$ cat src/pkg/damas_pkg.sv
package damas_pkg;

   // Clock rate
   localparam int unsigned CLK_MHZ = 250;

   // Bus address layout, word address in 4k-word banks
   localparam int unsigned DAL_W = 18;
   localparam int unsigned WADDR_W = 17;
   localparam int unsigned ROW_LSB = 0;
   localparam int unsigned COL_LSB = 6;
   localparam int unsigned UPPER_ROW_BIT = 12;
   localparam int unsigned UPPER_COL_BIT = 13;
   localparam int unsigned BANK_LSB = 12;
   localparam int unsigned BANK_W = 5;
   localparam int unsigned MA_W = 7;
   localparam int unsigned RFCNT_W = 5;

   // Reserve window narrowing bits
   localparam int unsigned IO_BIT_2K = 11;
   localparam int unsigned IO_BIT_1K = 10;
   localparam int unsigned IO_BIT_512 = 9;

   // Timing in ns and derived cycle counts
   localparam int unsigned T_ROW_NS = 40;
   localparam int unsigned T_COL_NS = 40;
   localparam int unsigned T_RF_STEP_NS = 200;
   localparam int unsigned T_REFRESH_NS = 15000;
   localparam int unsigned ROW_CYC = (T_ROW_NS * CLK_MHZ + 999) / 1000;
   localparam int unsigned COL_CYC = (T_COL_NS * CLK_MHZ + 999) / 1000;
   localparam int unsigned RF_STEP_CYC =
      (T_RF_STEP_NS * CLK_MHZ + 999) / 1000;
   localparam int unsigned REFRESH_CYC = (T_REFRESH_NS * CLK_MHZ) / 1000;
   localparam int unsigned TMR_W = 12;

   // Register map, byte addresses
   localparam logic [3:0] CFG_OFS = 4'h0;
   localparam logic [3:0] STAT_OFS = 4'h4;

   // Configuration field positions
   localparam int unsigned CFG_START_LSB = 0;
   localparam int unsigned CFG_STOP_LSB = 5;
   localparam int unsigned CFG_START_EN_BIT = 10;
   localparam int unsigned CFG_IO_LSB = 11;
   localparam int unsigned CFG_EXT_RF_BIT = 14;
   localparam int unsigned CFG_RPLY_EN_BIT = 15;
   localparam int unsigned CFG_W = 16;

   // Start 0k (compare off), stop 128k, 4k reserve, internal refresh
   localparam logic [15:0] CFG_RESET = 16'h03FF;

   typedef struct packed {
      logic rply_en;
      logic ext_rf;
      logic [2:0] io_sw;
      logic start_en;
      logic [4:0] stop_sw;
      logic [4:0] start_sw;
   } damas_cfg_t;

   typedef struct packed {
      logic pend;
      logic rf_act;
      logic select;
      logic [5:0] rf_addr;
   } damas_stat_t;

   typedef struct packed {
      logic [DAL_W-1:0] dal;
      logic bsync;
      logic ext_req;
      logic ext_rf_req;
      logic dc_ok;
      logic io_bank;
   } damas_pins_t;

endpackage

$ cat src/core/damas_rfaddr.sv
`timescale 1ns/1ps
module damas_rfaddr (
   input wire logic ref_clk,
   input wire logic rstn,
   input wire logic refresh_addr_select,
   input wire logic refresh_step_ack,
   output logic refresh_row_lsb,
   output logic [damas_pkg::RFCNT_W-1:0] rf_upper
);
   logic lsb_r;
   logic lsb_nxt;
   logic [damas_pkg::RFCNT_W-1:0] cnt_r;
   logic [damas_pkg::RFCNT_W-1:0] cnt_nxt;
   wire lsb_fall = refresh_addr_select & refresh_step_ack & lsb_r;

   // Held clear outside refresh, toggles per step ack
   assign lsb_nxt = !refresh_addr_select ? 1'b0 :
                    refresh_step_ack ? ~lsb_r : lsb_r;
   // Upper count steps once per completed row pair
   assign cnt_nxt = lsb_fall ? cnt_r + 5'h01 : cnt_r;

   always_ff @(posedge ref_clk or negedge rstn) begin
      if (!rstn) begin
         lsb_r <= 1'b0;
         cnt_r <= 5'h00;
      end else begin
         lsb_r <= lsb_nxt;
         cnt_r <= cnt_nxt;
      end
   end

   assign refresh_row_lsb = lsb_r;
   assign rf_upper = cnt_r;

   a_lsb_clear: assert property (@(posedge ref_clk)
      disable iff (!rstn) !refresh_addr_select |=> !lsb_r)
      else $error("refresh lsb not cleared outside refresh");
   a_cnt_step: assert property (@(posedge ref_clk)
      disable iff (!rstn) lsb_fall |=> cnt_r == $past(cnt_r) + 5'h01)
      else $error("refresh counter missed a pair");
endmodule

$ cat src/core/damas_top.sv
// Added by the designer: register access over Wishbone and the register addresses.
`timescale 1ns/1ps
module damas_top (
   input wire logic ref_clk,
   input wire logic rstn,
   input wire logic wb_cyc_i,
   input wire logic wb_stb_i,
   input wire logic wb_we_i,
   input wire logic [3:0] wb_adr_i,
   input wire logic [3:0] wb_sel_i,
   input wire logic [31:0] wb_dat_i,
   output logic [31:0] wb_dat_o,
   output logic wb_ack_o,
   input wire logic [damas_pkg::DAL_W-1:0] bus_dal,
   input wire logic bus_sync,
   input wire logic bus_din,
   input wire logic bus_dout,
   input wire logic ext_refresh_request,
   input wire logic dc_power_ok,
   input wire logic io_bank_select,
   output logic [damas_pkg::MA_W-1:0] mem_addr,
   output logic row_select,
   output logic col_select,
   output logic refresh_addr_select,
   output logic refresh_step_ack,
   output logic refresh_row_lsb,
   output logic module_select,
   output logic refresh_reply
);
   typedef enum logic [2:0] {
      ST_IDLE, ST_ROW, ST_COL, ST_EXT_END, ST_RF
   } damas_state_t;

   localparam int unsigned PIN_W = $bits(damas_pkg::damas_pins_t);

   // Carry of a + ~b: set when a is above b
   function automatic logic above5(input logic [4:0] a,
                                   input logic [4:0] b);
      logic [5:0] s;
      s = {1'b0, a} + {1'b0, ~b};
      return s[5];
   endfunction

   // Pin synchroniser
   damas_pkg::damas_pins_t pins_raw;
   logic [PIN_W-1:0] meta_r;
   logic [PIN_W-1:0] sync_r;
   damas_pkg::damas_pins_t pin;
   assign pins_raw = '{dal: bus_dal, bsync: bus_sync,
                       ext_req: bus_din | bus_dout,
                       ext_rf_req: ext_refresh_request,
                       dc_ok: dc_power_ok, io_bank: io_bank_select};
   assign pin = damas_pkg::damas_pins_t'(sync_r);

   always_ff @(posedge ref_clk or negedge rstn) begin
      if (!rstn) begin
         meta_r <= '0;
         sync_r <= '0;
      end else begin
         meta_r <= pins_raw;
         sync_r <= meta_r;
      end
   end

   // Configuration register
   logic [damas_pkg::CFG_W-1:0] cfg_r;
   logic [damas_pkg::CFG_W-1:0] cfg_nxt;
   damas_pkg::damas_cfg_t cfg;
   assign cfg = damas_pkg::damas_cfg_t'(cfg_r);

   // Wishbone slave, ack one cycle after strobe
   logic ack_r;
   logic [31:0] rdat_r;
   wire wb_req = wb_cyc_i & wb_stb_i & ~ack_r;
   wire hit_cfg = {wb_adr_i[3:2], 2'b00} == damas_pkg::CFG_OFS;
   wire hit_stat = {wb_adr_i[3:2], 2'b00} == damas_pkg::STAT_OFS;
   wire wr_cfg = wb_req & wb_we_i & hit_cfg;
   damas_pkg::damas_stat_t stat;
   wire [31:0] rd_mux = hit_cfg ? {16'h0000, cfg_r} :
                        hit_stat ? {23'h000000, stat} : 32'h00000000;
   assign cfg_nxt = {wr_cfg & wb_sel_i[1] ? wb_dat_i[15:8] : cfg_r[15:8],
                     wr_cfg & wb_sel_i[0] ? wb_dat_i[7:0] : cfg_r[7:0]};

   always_ff @(posedge ref_clk or negedge rstn) begin
      if (!rstn) begin
         ack_r <= 1'b0;
         rdat_r <= 32'h00000000;
         cfg_r <= damas_pkg::CFG_RESET;
      end else begin
         ack_r <= wb_req;
         rdat_r <= wb_req & ~wb_we_i ? rd_mux : rdat_r;
         cfg_r <= cfg_nxt;
      end
   end
   assign wb_ack_o = ack_r;
   assign wb_dat_o = rdat_r;

   // Address latch: open while sync low, held while high
   logic [damas_pkg::DAL_W-1:0] addr_r;
   logic bsync_d_r;
   wire sync_rise = pin.bsync & ~bsync_d_r;
   always_ff @(posedge ref_clk or negedge rstn) begin
      if (!rstn) begin
         addr_r <= '0;
         bsync_d_r <= 1'b0;
      end else begin
         addr_r <= pin.bsync ? addr_r : pin.dal;
         bsync_d_r <= pin.bsync;
      end
   end

   // Word address sits on lines 01 and up
   wire [damas_pkg::WADDR_W-1:0] wa_l = addr_r[damas_pkg::DAL_W-1:1];
   wire [damas_pkg::WADDR_W-1:0] wa_s = pin.dal[damas_pkg::DAL_W-1:1];
   wire [damas_pkg::MA_W-1:0] row_addr =
      {wa_l[damas_pkg::UPPER_ROW_BIT], wa_l[damas_pkg::ROW_LSB +: 6]};
   wire [damas_pkg::MA_W-1:0] col_addr =
      {wa_l[damas_pkg::UPPER_COL_BIT], wa_l[damas_pkg::COL_LSB +: 6]};

   // Range decode on the address being latched
   wire [4:0] bank = wa_s[damas_pkg::BANK_LSB +: damas_pkg::BANK_W];
   // Bounds are (boundary/4k - 1): above start code means at or past start
   wire start_ok = ~cfg.start_en | above5(bank, cfg.start_sw);
   wire stop_out = above5(bank, cfg.stop_sw);
   // Each closed reserve switch routes one more address bit in
   wire io_excl = pin.io_bank
      & (~cfg.io_sw[0] | wa_s[damas_pkg::IO_BIT_2K])
      & (~cfg.io_sw[1] | wa_s[damas_pkg::IO_BIT_1K])
      & (~cfg.io_sw[2] | wa_s[damas_pkg::IO_BIT_512]);

   // Refresh request sources
   logic [damas_pkg::TMR_W-1:0] tmr_r;
   logic ext_rf_d_r;
   logic pend_r;
   damas_state_t state_r;
   damas_state_t state_nxt;
   wire tmr_done = tmr_r == 12'(damas_pkg::REFRESH_CYC - 1);
   wire int_evt = ~cfg.ext_rf & tmr_done;
   wire ext_evt = cfg.ext_rf & pin.ext_rf_req & ~ext_rf_d_r;
   wire rf_evt = int_evt | ext_evt;
   wire take_rf = state_r == ST_IDLE & pend_r;
   wire rf_starting = pend_r | state_r == ST_RF;
   wire sel_cond = start_ok & ~stop_out & ~rf_starting
                   & pin.dc_ok & ~io_excl;

   logic select_r;
   always_ff @(posedge ref_clk or negedge rstn) begin
      if (!rstn) begin
         tmr_r <= '0;
         ext_rf_d_r <= 1'b0;
         pend_r <= 1'b0;
         select_r <= 1'b0;
      end else begin
         tmr_r <= tmr_done | cfg.ext_rf ? '0 : tmr_r + 12'h001;
         ext_rf_d_r <= pin.ext_rf_req;
         // New request in the taking cycle is kept
         pend_r <= rf_evt | (pend_r & ~take_rf);
         // Select decided at sync rise, dropped with sync
         select_r <= sync_rise ? sel_cond : select_r & pin.bsync;
      end
   end
   assign module_select = select_r;

   // Cycle sequencer; refresh wins at idle, no preemption
   logic [7:0] cnt_r;
   logic [7:0] cnt_nxt;
   wire [damas_pkg::RFCNT_W-1:0] rf_upper;
   wire ext_go = select_r & pin.ext_req;
   wire step_done = cnt_r == 8'(damas_pkg::RF_STEP_CYC - 1);
   wire row_done = cnt_r == 8'(damas_pkg::ROW_CYC - 1);
   wire col_done = cnt_r == 8'(damas_pkg::COL_CYC - 1);
   wire ack_w = state_r == ST_RF & step_done;
   wire pair_done = ack_w & refresh_row_lsb;

   always_comb begin
      state_nxt = state_r;
      cnt_nxt = cnt_r + 8'h01;
      case (state_r)
         ST_IDLE: begin
            cnt_nxt = 8'h00;
            if (pend_r) begin
               state_nxt = ST_RF;
            end else if (ext_go) begin
               state_nxt = ST_ROW;
            end
         end
         ST_ROW: begin
            if (row_done) begin
               state_nxt = ST_COL;
               cnt_nxt = 8'h00;
            end
         end
         ST_COL: begin
            if (col_done) begin
               state_nxt = ST_EXT_END;
            end
         end
         ST_EXT_END: begin
            cnt_nxt = 8'h00;
            if (!pin.ext_req && !pin.bsync) begin
               state_nxt = ST_IDLE;
            end
         end
         ST_RF: begin
            // Two steps, LSB low then high, one request
            if (step_done) begin
               cnt_nxt = 8'h00;
               if (refresh_row_lsb) begin
                  state_nxt = ST_IDLE;
               end
            end
         end
         default: begin
            state_nxt = ST_IDLE;
            cnt_nxt = 8'h00;
         end
      endcase
   end

   // At most one address source per state; none in idle, which holds the last address
   wire rf_sel_w = state_r == ST_RF;
   wire row_sel_w = state_r == ST_ROW;
   wire col_sel_w = state_r == ST_COL | state_r == ST_EXT_END;
   logic [damas_pkg::MA_W-1:0] mem_addr_r;
   wire [damas_pkg::MA_W-1:0] rf_addr = {1'b0, rf_upper, refresh_row_lsb};
   wire [damas_pkg::MA_W-1:0] ma_mux = rf_sel_w ? rf_addr :
                                       row_sel_w ? row_addr :
                                       col_sel_w ? col_addr : mem_addr_r;
   logic reply_r;

   always_ff @(posedge ref_clk or negedge rstn) begin
      if (!rstn) begin
         state_r <= ST_IDLE;
         cnt_r <= 8'h00;
         mem_addr_r <= '0;
         reply_r <= 1'b0;
      end else begin
         state_r <= state_nxt;
         cnt_r <= cnt_nxt;
         mem_addr_r <= ma_mux;
         reply_r <= pair_done & cfg.ext_rf & cfg.rply_en;
      end
   end

   // Refresh address generator
   damas_rfaddr u_rfaddr (
      .ref_clk(ref_clk),
      .rstn(rstn),
      .refresh_addr_select(rf_sel_w),
      .refresh_step_ack(ack_w),
      .refresh_row_lsb(refresh_row_lsb),
      .rf_upper(rf_upper)
   );

   assign mem_addr = mem_addr_r;
   assign row_select = row_sel_w;
   assign col_select = col_sel_w;
   assign refresh_addr_select = rf_sel_w;
   assign refresh_step_ack = ack_w;
   assign refresh_reply = reply_r;
   assign stat = '{pend: pend_r, rf_act: rf_sel_w, select: select_r,
                   rf_addr: {rf_upper, refresh_row_lsb}};

   // Checks
   a_one_source: assert property (@(posedge ref_clk)
      disable iff (!rstn) $onehot0({rf_sel_w, row_sel_w, col_sel_w}))
      else $error("more than one address source enabled");
   a_row_drive: assert property (@(posedge ref_clk)
      disable iff (!rstn)
      row_sel_w & $past(row_sel_w) |-> mem_addr_r == $past(row_addr))
      else $error("row address not driven");
   a_col_drive: assert property (@(posedge ref_clk)
      disable iff (!rstn) state_r == ST_COL & $past(state_r) == ST_COL
      |-> mem_addr_r == $past(col_addr))
      else $error("column address not driven");
   a_latch_hold: assert property (@(posedge ref_clk)
      disable iff (!rstn) pin.bsync |=> addr_r == $past(addr_r))
      else $error("address latch moved while sync held");
   a_dual_rows: assert property (@(posedge ref_clk)
      disable iff (!rstn) $rose(rf_sel_w) |-> !refresh_row_lsb
      ##(damas_pkg::RF_STEP_CYC) refresh_row_lsb)
      else $error("refresh did not cover two rows");
   a_rf_len: assert property (@(posedge ref_clk)
      disable iff (!rstn) $rose(rf_sel_w) |-> rf_sel_w [*8])
      else $error("refresh select dropped early");
   a_sel_block: assert property (@(posedge ref_clk)
      disable iff (!rstn)
      sync_rise & (stop_out | io_excl | ~pin.dc_ok | pend_r) |=> !select_r)
      else $error("select taken while blocked");
   a_start_cmp: assert property (@(posedge ref_clk)
      disable iff (!rstn)
      sync_rise & cfg.start_en & bank <= cfg.start_sw |=> !select_r)
      else $error("select below start bound");
   a_timer: assert property (@(posedge ref_clk)
      disable iff (!rstn) int_evt |=> pend_r)
      else $error("timer expiry lost");
   a_reply: assert property (@(posedge ref_clk)
      disable iff (!rstn)
      reply_r |-> cfg.ext_rf & cfg.rply_en & $past(pair_done))
      else $error("refresh reply without cause");
   a_no_preempt: assert property (@(posedge ref_clk)
      disable iff (!rstn) state_r == ST_ROW |=> state_r != ST_RF)
      else $error("refresh cut into an external cycle");
   a_ma_hold: assert property (@(posedge ref_clk)
      disable iff (!rstn)
      !rf_sel_w & !row_sel_w & !col_sel_w |=> $stable(mem_addr_r))
      else $error("memory address moved with no source");
   a_rf_addr: assert property (@(posedge ref_clk)
      disable iff (!rstn)
      rf_sel_w & $past(rf_sel_w) |-> mem_addr_r == $past(rf_addr))
      else $error("refresh address not driven");
   a_sel_drop: assert property (@(posedge ref_clk)
      disable iff (!rstn) !pin.bsync |=> !select_r)
      else $error("select held after bus sync fell");
   a_ext_start: assert property (@(posedge ref_clk)
      disable iff (!rstn)
      state_r == ST_IDLE & ext_go & !pend_r |=> row_sel_w)
      else $error("external cycle not started");

   c_ext_cycle: cover property (@(posedge ref_clk) disable iff (!rstn)
      state_r == ST_COL ##1 state_r == ST_EXT_END);
   c_refresh: cover property (@(posedge ref_clk) disable iff (!rstn)
      pair_done);
   c_collide: cover property (@(posedge ref_clk) disable iff (!rstn)
      state_r == ST_IDLE & pend_r & ext_go);
   c_io_excl: cover property (@(posedge ref_clk) disable iff (!rstn)
      sync_rise & io_excl);
   c_ext_reply: cover property (@(posedge ref_clk) disable iff (!rstn)
      reply_r);
endmodule

$ cat config.mk
export PLATFORM = sky130hd
export DESIGN_NAME = damas_top
export DESIGN_NICKNAME = d
export VERILOG_FILES = /design/src/pkg/damas_pkg.sv /design/src/core/damas_rfaddr.sv /design/src/core/damas_top.sv
export SDC_FILE = /design/constraint.sdc
export NUM_CORES = 1
export LEC_CHECK = 0
export BUFFER_PORTS_ARGS = -buffer_cell sky130_fd_sc_hd__buf_4
export CAP_MARGIN = 20
export CORE_ASPECT_RATIO = 1.75
export CORE_UTILIZATION = 49
export DETAILED_ROUTE_END_ITERATION = 16
export PLACE_DENSITY_LB_ADDON = 0.3
export SYNTH_ARGS = -nofsm -noshare
export SYNTH_HDL_FRONTEND = slang
export SYNTH_SLANG_ARGS = --single-unit
$ cat constraint.sdc
create_clock -name ref_clk -period 1.6 [get_ports ref_clk]
set_input_delay 0.32 -clock ref_clk [delete_from_list [all_inputs] [get_ports ref_clk]]
set_output_delay 0.32 -clock ref_clk [all_outputs]
set_load 0.05 [all_outputs]
==> metrics.md, run 1 <==
| Metric | Value |
|---|---|
| Status | finished, violations left |
| Violated checks | setup timing |
| Top Metal Used | met4 |
| Dominant cell type by area after synthesis | dfrtp_1 |
| Detail Route met2 WL | 6.88 mm |
| FF-to-FF Start | cnt_r[1] |
| Seq pwr share | 42.0% |
| Initial Utilization | 50.6% |
| Placed Cells | 647 |
| Via count | 3,701 |
| Share of the yosys chip area belonging to registers | 60.9% |
| Initial antenna violation count | 0 |
| FF-to-FF setup slack | -220 ps |
| Antenna diodes | 0 |
| Worst stage delay on the critical path | 380 ps |
| Htree depth | 4 |
| Final Non-Filler Cells | 702 |
| Routed wl met3 | 390 µm |
| Number of clock buffers inserted by TritonCTS | 17 |
| WHS Path Cells | 1 |
| Final setup viols | 25 |
| Clock skew | 12.8 ps |
| DRC viols | 0 |
| CTS tree | built |
| Final nets | 642 |
| Number of DRC markers in iteration 0 | 186 |
| RSZ-0062 raised after global routing | yes |
| Post-DR vias/cell | 5.27 |
| Die ar. | 11,600 µm² |
| First drt pass iteration count | 4 |
| Reg2Reg Depth | 8 |
| Synth Flop Type | dfrtp_1 |
| Slew Limit Fails | 0 |
| Final setup margin | -371 ps |
| Clock-pin slew on the worst setup and hold paths | 60 ps |
| Global-route wire length before repair | 18.9 mm |
| Antenna Nets Post-Route | 0 |
| Vias in the first global route | 3,795 |
| Finished Cell Area | 7330 µm² |
| Crit-path slowest cell | dfrtp_1 |
| DP Area | 6260 µm² |
| Root Buffer | clkbuf_16 |
| Hold path startpoint | bus_dal[16] |
| Hold Path Class | in2reg |
| Slew @ Worst Pin | 623 ps |
| Worst EP required | 1280 ps |
| RePlAce Congestion | 0.842 |
| Syn Inst Count | 431 |
| Reg2Reg Capture Point | cnt_r[3] |
| Share of post-route cells with drive strength above 1 | 41.8% |
| Maximum clock rate | 507 MHz |
| FFs w/ async S/R, synth | 100% |
| Yosys warning total | 0 |
| Clk Latency, worst-skew pair | 420 ps |
| Post-synth top area share | 56.1% |
| Cell Int Power | 6.91 mW |
| Worst Setup Path Type | reg2out |
| Leak Pwr | 3.42 nW |
| Yosys cell types | 52 |
| IO Pins | 116 |
| Clock power frac | 39.5% |
| # rows | 50 |
| Synth area leaders | dfrtp_1, mux2_2, dfstp_2, mux2i_1, ha_1 |
| Slew HR | 58.2% |
| Chip width | 81.7 µm |
| PwrDens | 1310 nW/µm² |
| VDD IR max | 0.000892 V |
| Max_cap viols | 0 |
| Area growth, synth to finish | 34.7% |
| Final Routed Wirelength | 12.0 mm |
| Die Y | 141 µm |
| Worst Path Arrival | 1650 ps |
| Final core utilization | 68.2% |
| Final period util | 123% |
| Synth Register Bits | 132 |
| Setup tns final | -4270 ps |
| WL met1 | 4.32 mm |
| Post-layout minimum cycle time | 1970 ps |
| Port buffer count | 78 |
| Switching pwr | 2.72 mW |
| Total core area | 10,800 µm² |
| CTS Sinks | 132 |
| Gr usage total | 22.6% |
| Commonest non-fill, non-tap cell in the layout | dfrtp_1 |
| WL/cell | 17.1 µm |
| Hold Vio Cnt, Final | 0 |
| Startpoint types | flip-flop |
| Largest net degree at the start of global routing | 40 |
| Hpwl dp | 7.82 mm |
| Worst hold endpoint | meta_r[21] |
| Mapped cell area | 5440 µm² |
| Gr ovfl total | 0 |
| Avg Cell Area, Syn | 12.6 µm² |
| Most frequent cells in the layout | dfrtp_1, buf_4, nand2_1 |
| Logic pwr share | 18.6% |
| Crit path max fanout | 2 |
| Deepest clock path buffer count | 2 |
| Crit. End Element | output pin |
| Number of flops mapped to enable cells by yosys | 0 |
| Switch share | 28.3% |
| Critical-path cell list | inv_1 -> ha_2 -> nor4b_4 -> and3_4 -> buf_8 |
power by group through the flow:
| stage | Clock, mW | Sequential [mW] | Combinational [mW] |
|---|---|---|---|
| after floorplan | 0 | 4.22 | 0.780 |
| after global placement | 0 | 4.07 | 1.43 |
| after detailed placement | 0 | 4.09 | 1.47 |
| after CTS | 3.84 | 4.04 | 1.59 |
| after global routing | 3.98 | 4.09 | 1.95 |
| final | 3.80 | 4.04 | 1.79 |
per-stage QoR:
stage | hold slack, ps | power (mW) | setup slack, ps
6_report | 11.6 | 9.63 | -371
3_5_place_dp | 290 | 5.56 | -158
4_1_cts | 0.822 | 9.46 | -355
3_3_place_gp | 281 | 5.49 | -62.4
5_1_grt | 0.474 | 10.0 | -446
2_1_floorplan | 24.4 | 5.00 | -273
sequential cells by signal (all words and copies together), names as in the netlist:
| name | flops |
|---|---|
| module_select | 1 |
| bsync_d_r | 1 |
| ext_rf_d_r | 1 |
| u_rfaddr.rf_upper | 5 |
| pin | 22 |
| state_r | 3 |
| wb_dat_o | 16 |
| cfg | 16 |
| refresh_reply | 1 |
| pend_r | 1 |
| mem_addr | 7 |
| addr_r | 14 |
| meta_r | 22 |
| u_rfaddr.refresh_row_lsb | 1 |
| wb_ack_o | 1 |
| cnt_r | 8 |
| tmr_r | 12 |
worst max path at each step:
| stage | start | endpoint | slack, ps | depth (start not counted) |
|---|---|---|---|---|
| 4_1_cts | cnt_r[1] | refresh_step_ack | -350 | 5 |
| 2_1_floorplan | state_r[0] | mem_addr[1] | -270 | 5 |
| 3_3_place_gp | cnt_r[1] | cnt_r[4] | -60 | 6 |
| 5_1_grt | cnt_r[1] | refresh_step_ack | -450 | 5 |
| 3_5_place_dp | cnt_r[1] | cnt_r[6] | -160 | 6 |
| 6_report | cnt_r[1] | refresh_step_ack | -370 | 5 |
worst max-delay path, delay by kind of cell (launching register included):
kind / cells / cell delay [ps]
buffers and inverters: 2 / 210
and+or+nand+nor: 2 / 480
DFF: 1 / 380
adders and majority gates: 1 / 170
cell usage after synthesis, drive strengths merged (3+ instances only):
| library cell | instances |
|---|---|
| a21oi | 8 |
| mux2i | 17 |
| buf | 27 |
| or3 | 3 |
| xor2 | 8 |
| xnor2 | 14 |
| clkbuf | 4 |
| dfrtp | 122 |
| ha | 13 |
| nor2 | 27 |
| inv | 18 |
| nand2 | 43 |
| nand3 | 7 |
| mux2 | 36 |
| nand2b | 4 |
| nand4b | 3 |
| o31ai | 10 |
| and3 | 6 |
| o21ai | 16 |
| nand4 | 8 |
| dfstp | 10 |
timing repair:
| action | CTS | global route |
|---|---|---|
| buffers inserted | 13 | 5 |
| hold buffers | 1 | 7 |
| pin swaps | 11 | 14 |
| resized for setup | 32 | 40 |
| endpoints found under the setup margin | 19 | 37 |
| endpoints found under the hold margin | 22 | 7 |
routing by layer:
layer | GRT usage [%] | vias up
met5 | 0 | -
met4 | 11.1 | 0
met1 | 24.5 | 1860
met2 | 40.2 | 99
li1 | - | 1711
met3 | 5.02 | 31
cell type report:
| class | count | area [µm²] |
|---|---|---|
| inverters | 18 | 72.6 |
| well taps | 130 | 163 |
| fillers | 747 | 3430 |
| flip-flops and latches | 132 | 3320 |
| repair buffers | 126 | 1080 |
| clock buffers | 20 | 457 |
| multi-input cells | 265 | 2110 |
| clock inverters | 11 | 126 |
logic make-up (layout without fill, tap and decap cells):
group                    after synthesis  count (layout)  synth area share [%]
AO/OA/AOI/OAI                         46              46                  5.68
XOR/XNOR                              22              22                  3.54
adder cells (fa/ha/maj)               13              13                  2.99
buffers and inverters                 49             175                  5.10
flip-flops                           132             132                  60.9
multiplexers                          53              53                  10.6
other                                  1              16                0.0689
AND/OR/NAND/NOR                      115             115                  11.1
Power figures use the tool's default switching activity.
==> inputs of run 2 (changes only) <==
==> constraint.sdc (replaced) <==
create_clock -name ref_clk -period 1.6 [get_ports ref_clk]
set_input_delay 0.16 -clock ref_clk [delete_from_list [all_inputs] [get_ports ref_clk]]
set_output_delay 0.16 -clock ref_clk [all_outputs]
set_load 0.05 [all_outputs]
==> run 2 against run 1 <==
Compared with the run above: utilization increased by 1.6 points; design area increased by 2.3%; final cell count increased by 3.8%; sequential share of layout area decreased by 1.0 points; critical endpoint unchanged; highest routed layer unchanged; the run still ends with setup timing left; sequential power about the same; clock skew decreased by 4.0 ps; critical path depth unchanged.
==> metrics.md, run 2 (synthesis gave the netlist of run 1 again) <==
| Metric | Value |
|---|---|
| Chip width | 81.7 µm (unchanged) |
| VDD IR max | 0.000976 V (was 0.000892 V) |
| WHS Path Cells | 2 (was 1) |
| Most frequent cells in the layout | dfrtp_1, buf_4, nand2_1 (unchanged) |
| Vias in the first global route | 4,038 (was 3,795) |
| Area growth, synth to finish | 37.9% (was 34.7%) |
| Share of post-route cells with drive strength above 1 | 37.7% (was 41.8%) |
| Violated checks | setup timing (unchanged) |
| Total core area | 10,800 µm² (unchanged) |
| Final period util | 109% (was 123%) |
| Worst stage delay on the critical path | 370 ps (was 380 ps) |
| Final nets | 671 (was 642) |
| Global-route wire length before repair | 19.0 mm (was 18.9 mm) |
| Final core utilization | 69.8% (was 68.2%) |
| Worst hold endpoint | cfg[8] (was meta_r[21]) |
| DP Area | 6280 µm² (was 6260 µm²) |
| Deepest clock path buffer count | 2 (unchanged) |
| First drt pass iteration count | 4 (unchanged) |
| CP delay by family, top | simple AND/OR/NAND/NOR gates (unchanged) |
| Die ar. | 11,600 µm² (unchanged) |
| CTS tree | built (unchanged) |
| Clock skew | 8.84 ps (was 12.8 ps) |
| Number of DRC markers in iteration 0 | 161 (was 186) |
| Reg2Reg Capture Point | cnt_r[2] (was cnt_r[3]) |
| Clock-pin slew on the worst setup and hold paths | 50 ps (was 60 ps) |
| CTS Sinks | 132 (unchanged) |
| Crit-path slowest cell | dfrtp_1 (unchanged) |
| Leak Pwr | 3.51 nW (was 3.42 nW) |
| Initial Utilization | 50.6% (unchanged) |
| Htree depth | 4 (unchanged) |
| Antenna diodes | 0 (unchanged) |
| CP bufs+invs | 2 (unchanged) |
| WL/cell | 16.3 µm (was 17.1 µm) |
| FF-to-FF Start | cnt_r[1] (unchanged) |
| Reg2Reg Depth | 8 (unchanged) |
| Clk Latency, worst-skew pair | 410 ps (was 420 ps) |
| Port buffer count | 78 (unchanged) |
| Worst Setup Path Type | reg2out (unchanged) |
| Via count | 3,845 (was 3,701) |
| Max_cap viols | 0 (unchanged) |
| Finished Cell Area | 7510 µm² (was 7330 µm²) |
| Gr ovfl total | 0 (unchanged) |
| Maximum clock rate | 575 MHz (was 507 MHz) |
| FF-to-FF setup slack | -100 ps (was -220 ps) |
| Hold Path Class | in2reg (unchanged) |
| Final setup viols | 13 (was 25) |
| RSZ-0062 raised after global routing | yes (unchanged) |
| Initial antenna violation count | 0 (unchanged) |
| Hold WS | 8.46 ps (was 11.6 ps) |
| Worst EP required | 1440 ps (was 1280 ps) |
| Gr usage total | 22.3% (was 22.6%) |
| DRC viols | 0 (unchanged) |
| Antenna Nets Post-Route | 0 (unchanged) |
| Hpwl dp | 7.95 mm (was 7.82 mm) |
| # fillers | 754 (was 747) |
| Final setup margin | -139 ps (was -371 ps) |
| Worst Path Arrival | 1580 ps (was 1650 ps) |
| Number of clock buffers inserted by TritonCTS | 17 (unchanged) |
| Commonest non-fill, non-tap cell in the layout | dfrtp_1 (unchanged) |
| Slew Limit Fails | 0 (unchanged) |
| # rows | 50 (unchanged) |
| Critical Path Stages | 5 (unchanged) |
| Setup tns final | -980 ps (was -4270 ps) |
| Crit. End Element | output pin (unchanged) |
| Status | finished, violations left (unchanged) |
| Final Non-Filler Cells | 729 (was 702) |
| Placed Cells | 651 (was 647) |
| RePlAce Congestion | 0.919 (was 0.842) |
| Critical-path cell list | inv_1 -> ha_1 -> nor4b_4 -> and3_4 -> buf_8 (was inv_1 -> ha_2 -> nor4b_4 -> and3_4 -> buf_8) |
| Root Buffer | clkbuf_16 (unchanged) |
| Post-DR vias/cell | 5.27 (about the same) |
| Final Routed Wirelength | 11.8 mm (was 12.0 mm) |
| Post-layout minimum cycle time | 1740 ps (was 1970 ps) |
| Largest net degree at the start of global routing | 39 (was 40) |
| Crit path max fanout | 2 (unchanged) |
| Hold Vio Cnt, Final | 0 (unchanged) |
| Startpoint types | flip-flop (unchanged) |
| PwrDens | 1260 nW/µm² (was 1310 nW/µm²) |
| IO Pins | 116 (unchanged) |
| Die Y | 141 µm (unchanged) |
| Hold path startpoint | wb_dat_i[8] (was bus_dal[16]) |
-- run 2: routing by layer --
metal | track usage [%] | vias to the layer above | part of all wire (%)
li1 | - | 1763 | -
met1 | 23.1 | 1961 | 35
met2 | 41.4 | 96 | 59
met3 | 4.44 | 25 | 2.8
met4 | 10.2 | 0 | 2.7
met5 | 0 | - | 0
-- run 2: power by group --
group	internal, mW	switching, mW	total, mW
logic	0.771	0.935	1.71
clock network	2.38	1.33	3.72
registers	3.74	0.304	4.05
total	6.89	2.57	9.47
-- run 2: worst max-delay path by stage --
stage / endpoint / startpoint / slack [ps]
after floorplan: mem_addr[1] / state_r[0] / -270
after global placement: cnt_r[3] / cnt_r[1] / -60
after detailed placement: cnt_r[2] / cnt_r[1] / -130
after CTS: refresh_step_ack / cnt_r[1] / -150
after global routing: refresh_step_ack / cnt_r[1] / -240
final: refresh_step_ack / cnt_r[1] / -140
-- run 2: what timing repair did --
action / CTS / global route
endpoints found under the setup margin: 24 / 25
gates cloned: 0 / 0
endpoints found under the hold margin: 58 / 0
hold buffers: 39 / 0
resized for setup: 22 / 22
buffers inserted: 9 / 2
pin swaps: 8 / 10
-- run 2: per-stage QoR --
| step | setup WS [ps] | power, mW |
|---|---|---|
| 2_1_floorplan | -267 | 5.00 |
| 3_3_place_gp | -62.4 | 5.51 |
| 6_report | -139 | 9.47 |
| 5_1_grt | -238 | 9.90 |
| 4_1_cts | -149 | 9.48 |
| 3_5_place_dp | -133 | 5.59 |
-- run 2: cell type report --
cell class / count / area [µm²] / share of cell area [%]
clock buffers: 20 / 467 / 6.22
clock inverters: 9 / 106 / 1.42
inverters: 18 / 67.6 / 0.900
multi-input cells: 265 / 2040 / 27.2
flip-flops and latches: 132 / 3320 / 44.2
well taps: 130 / 163 / 2.17
repair buffers: 155 / 1340 / 17.9
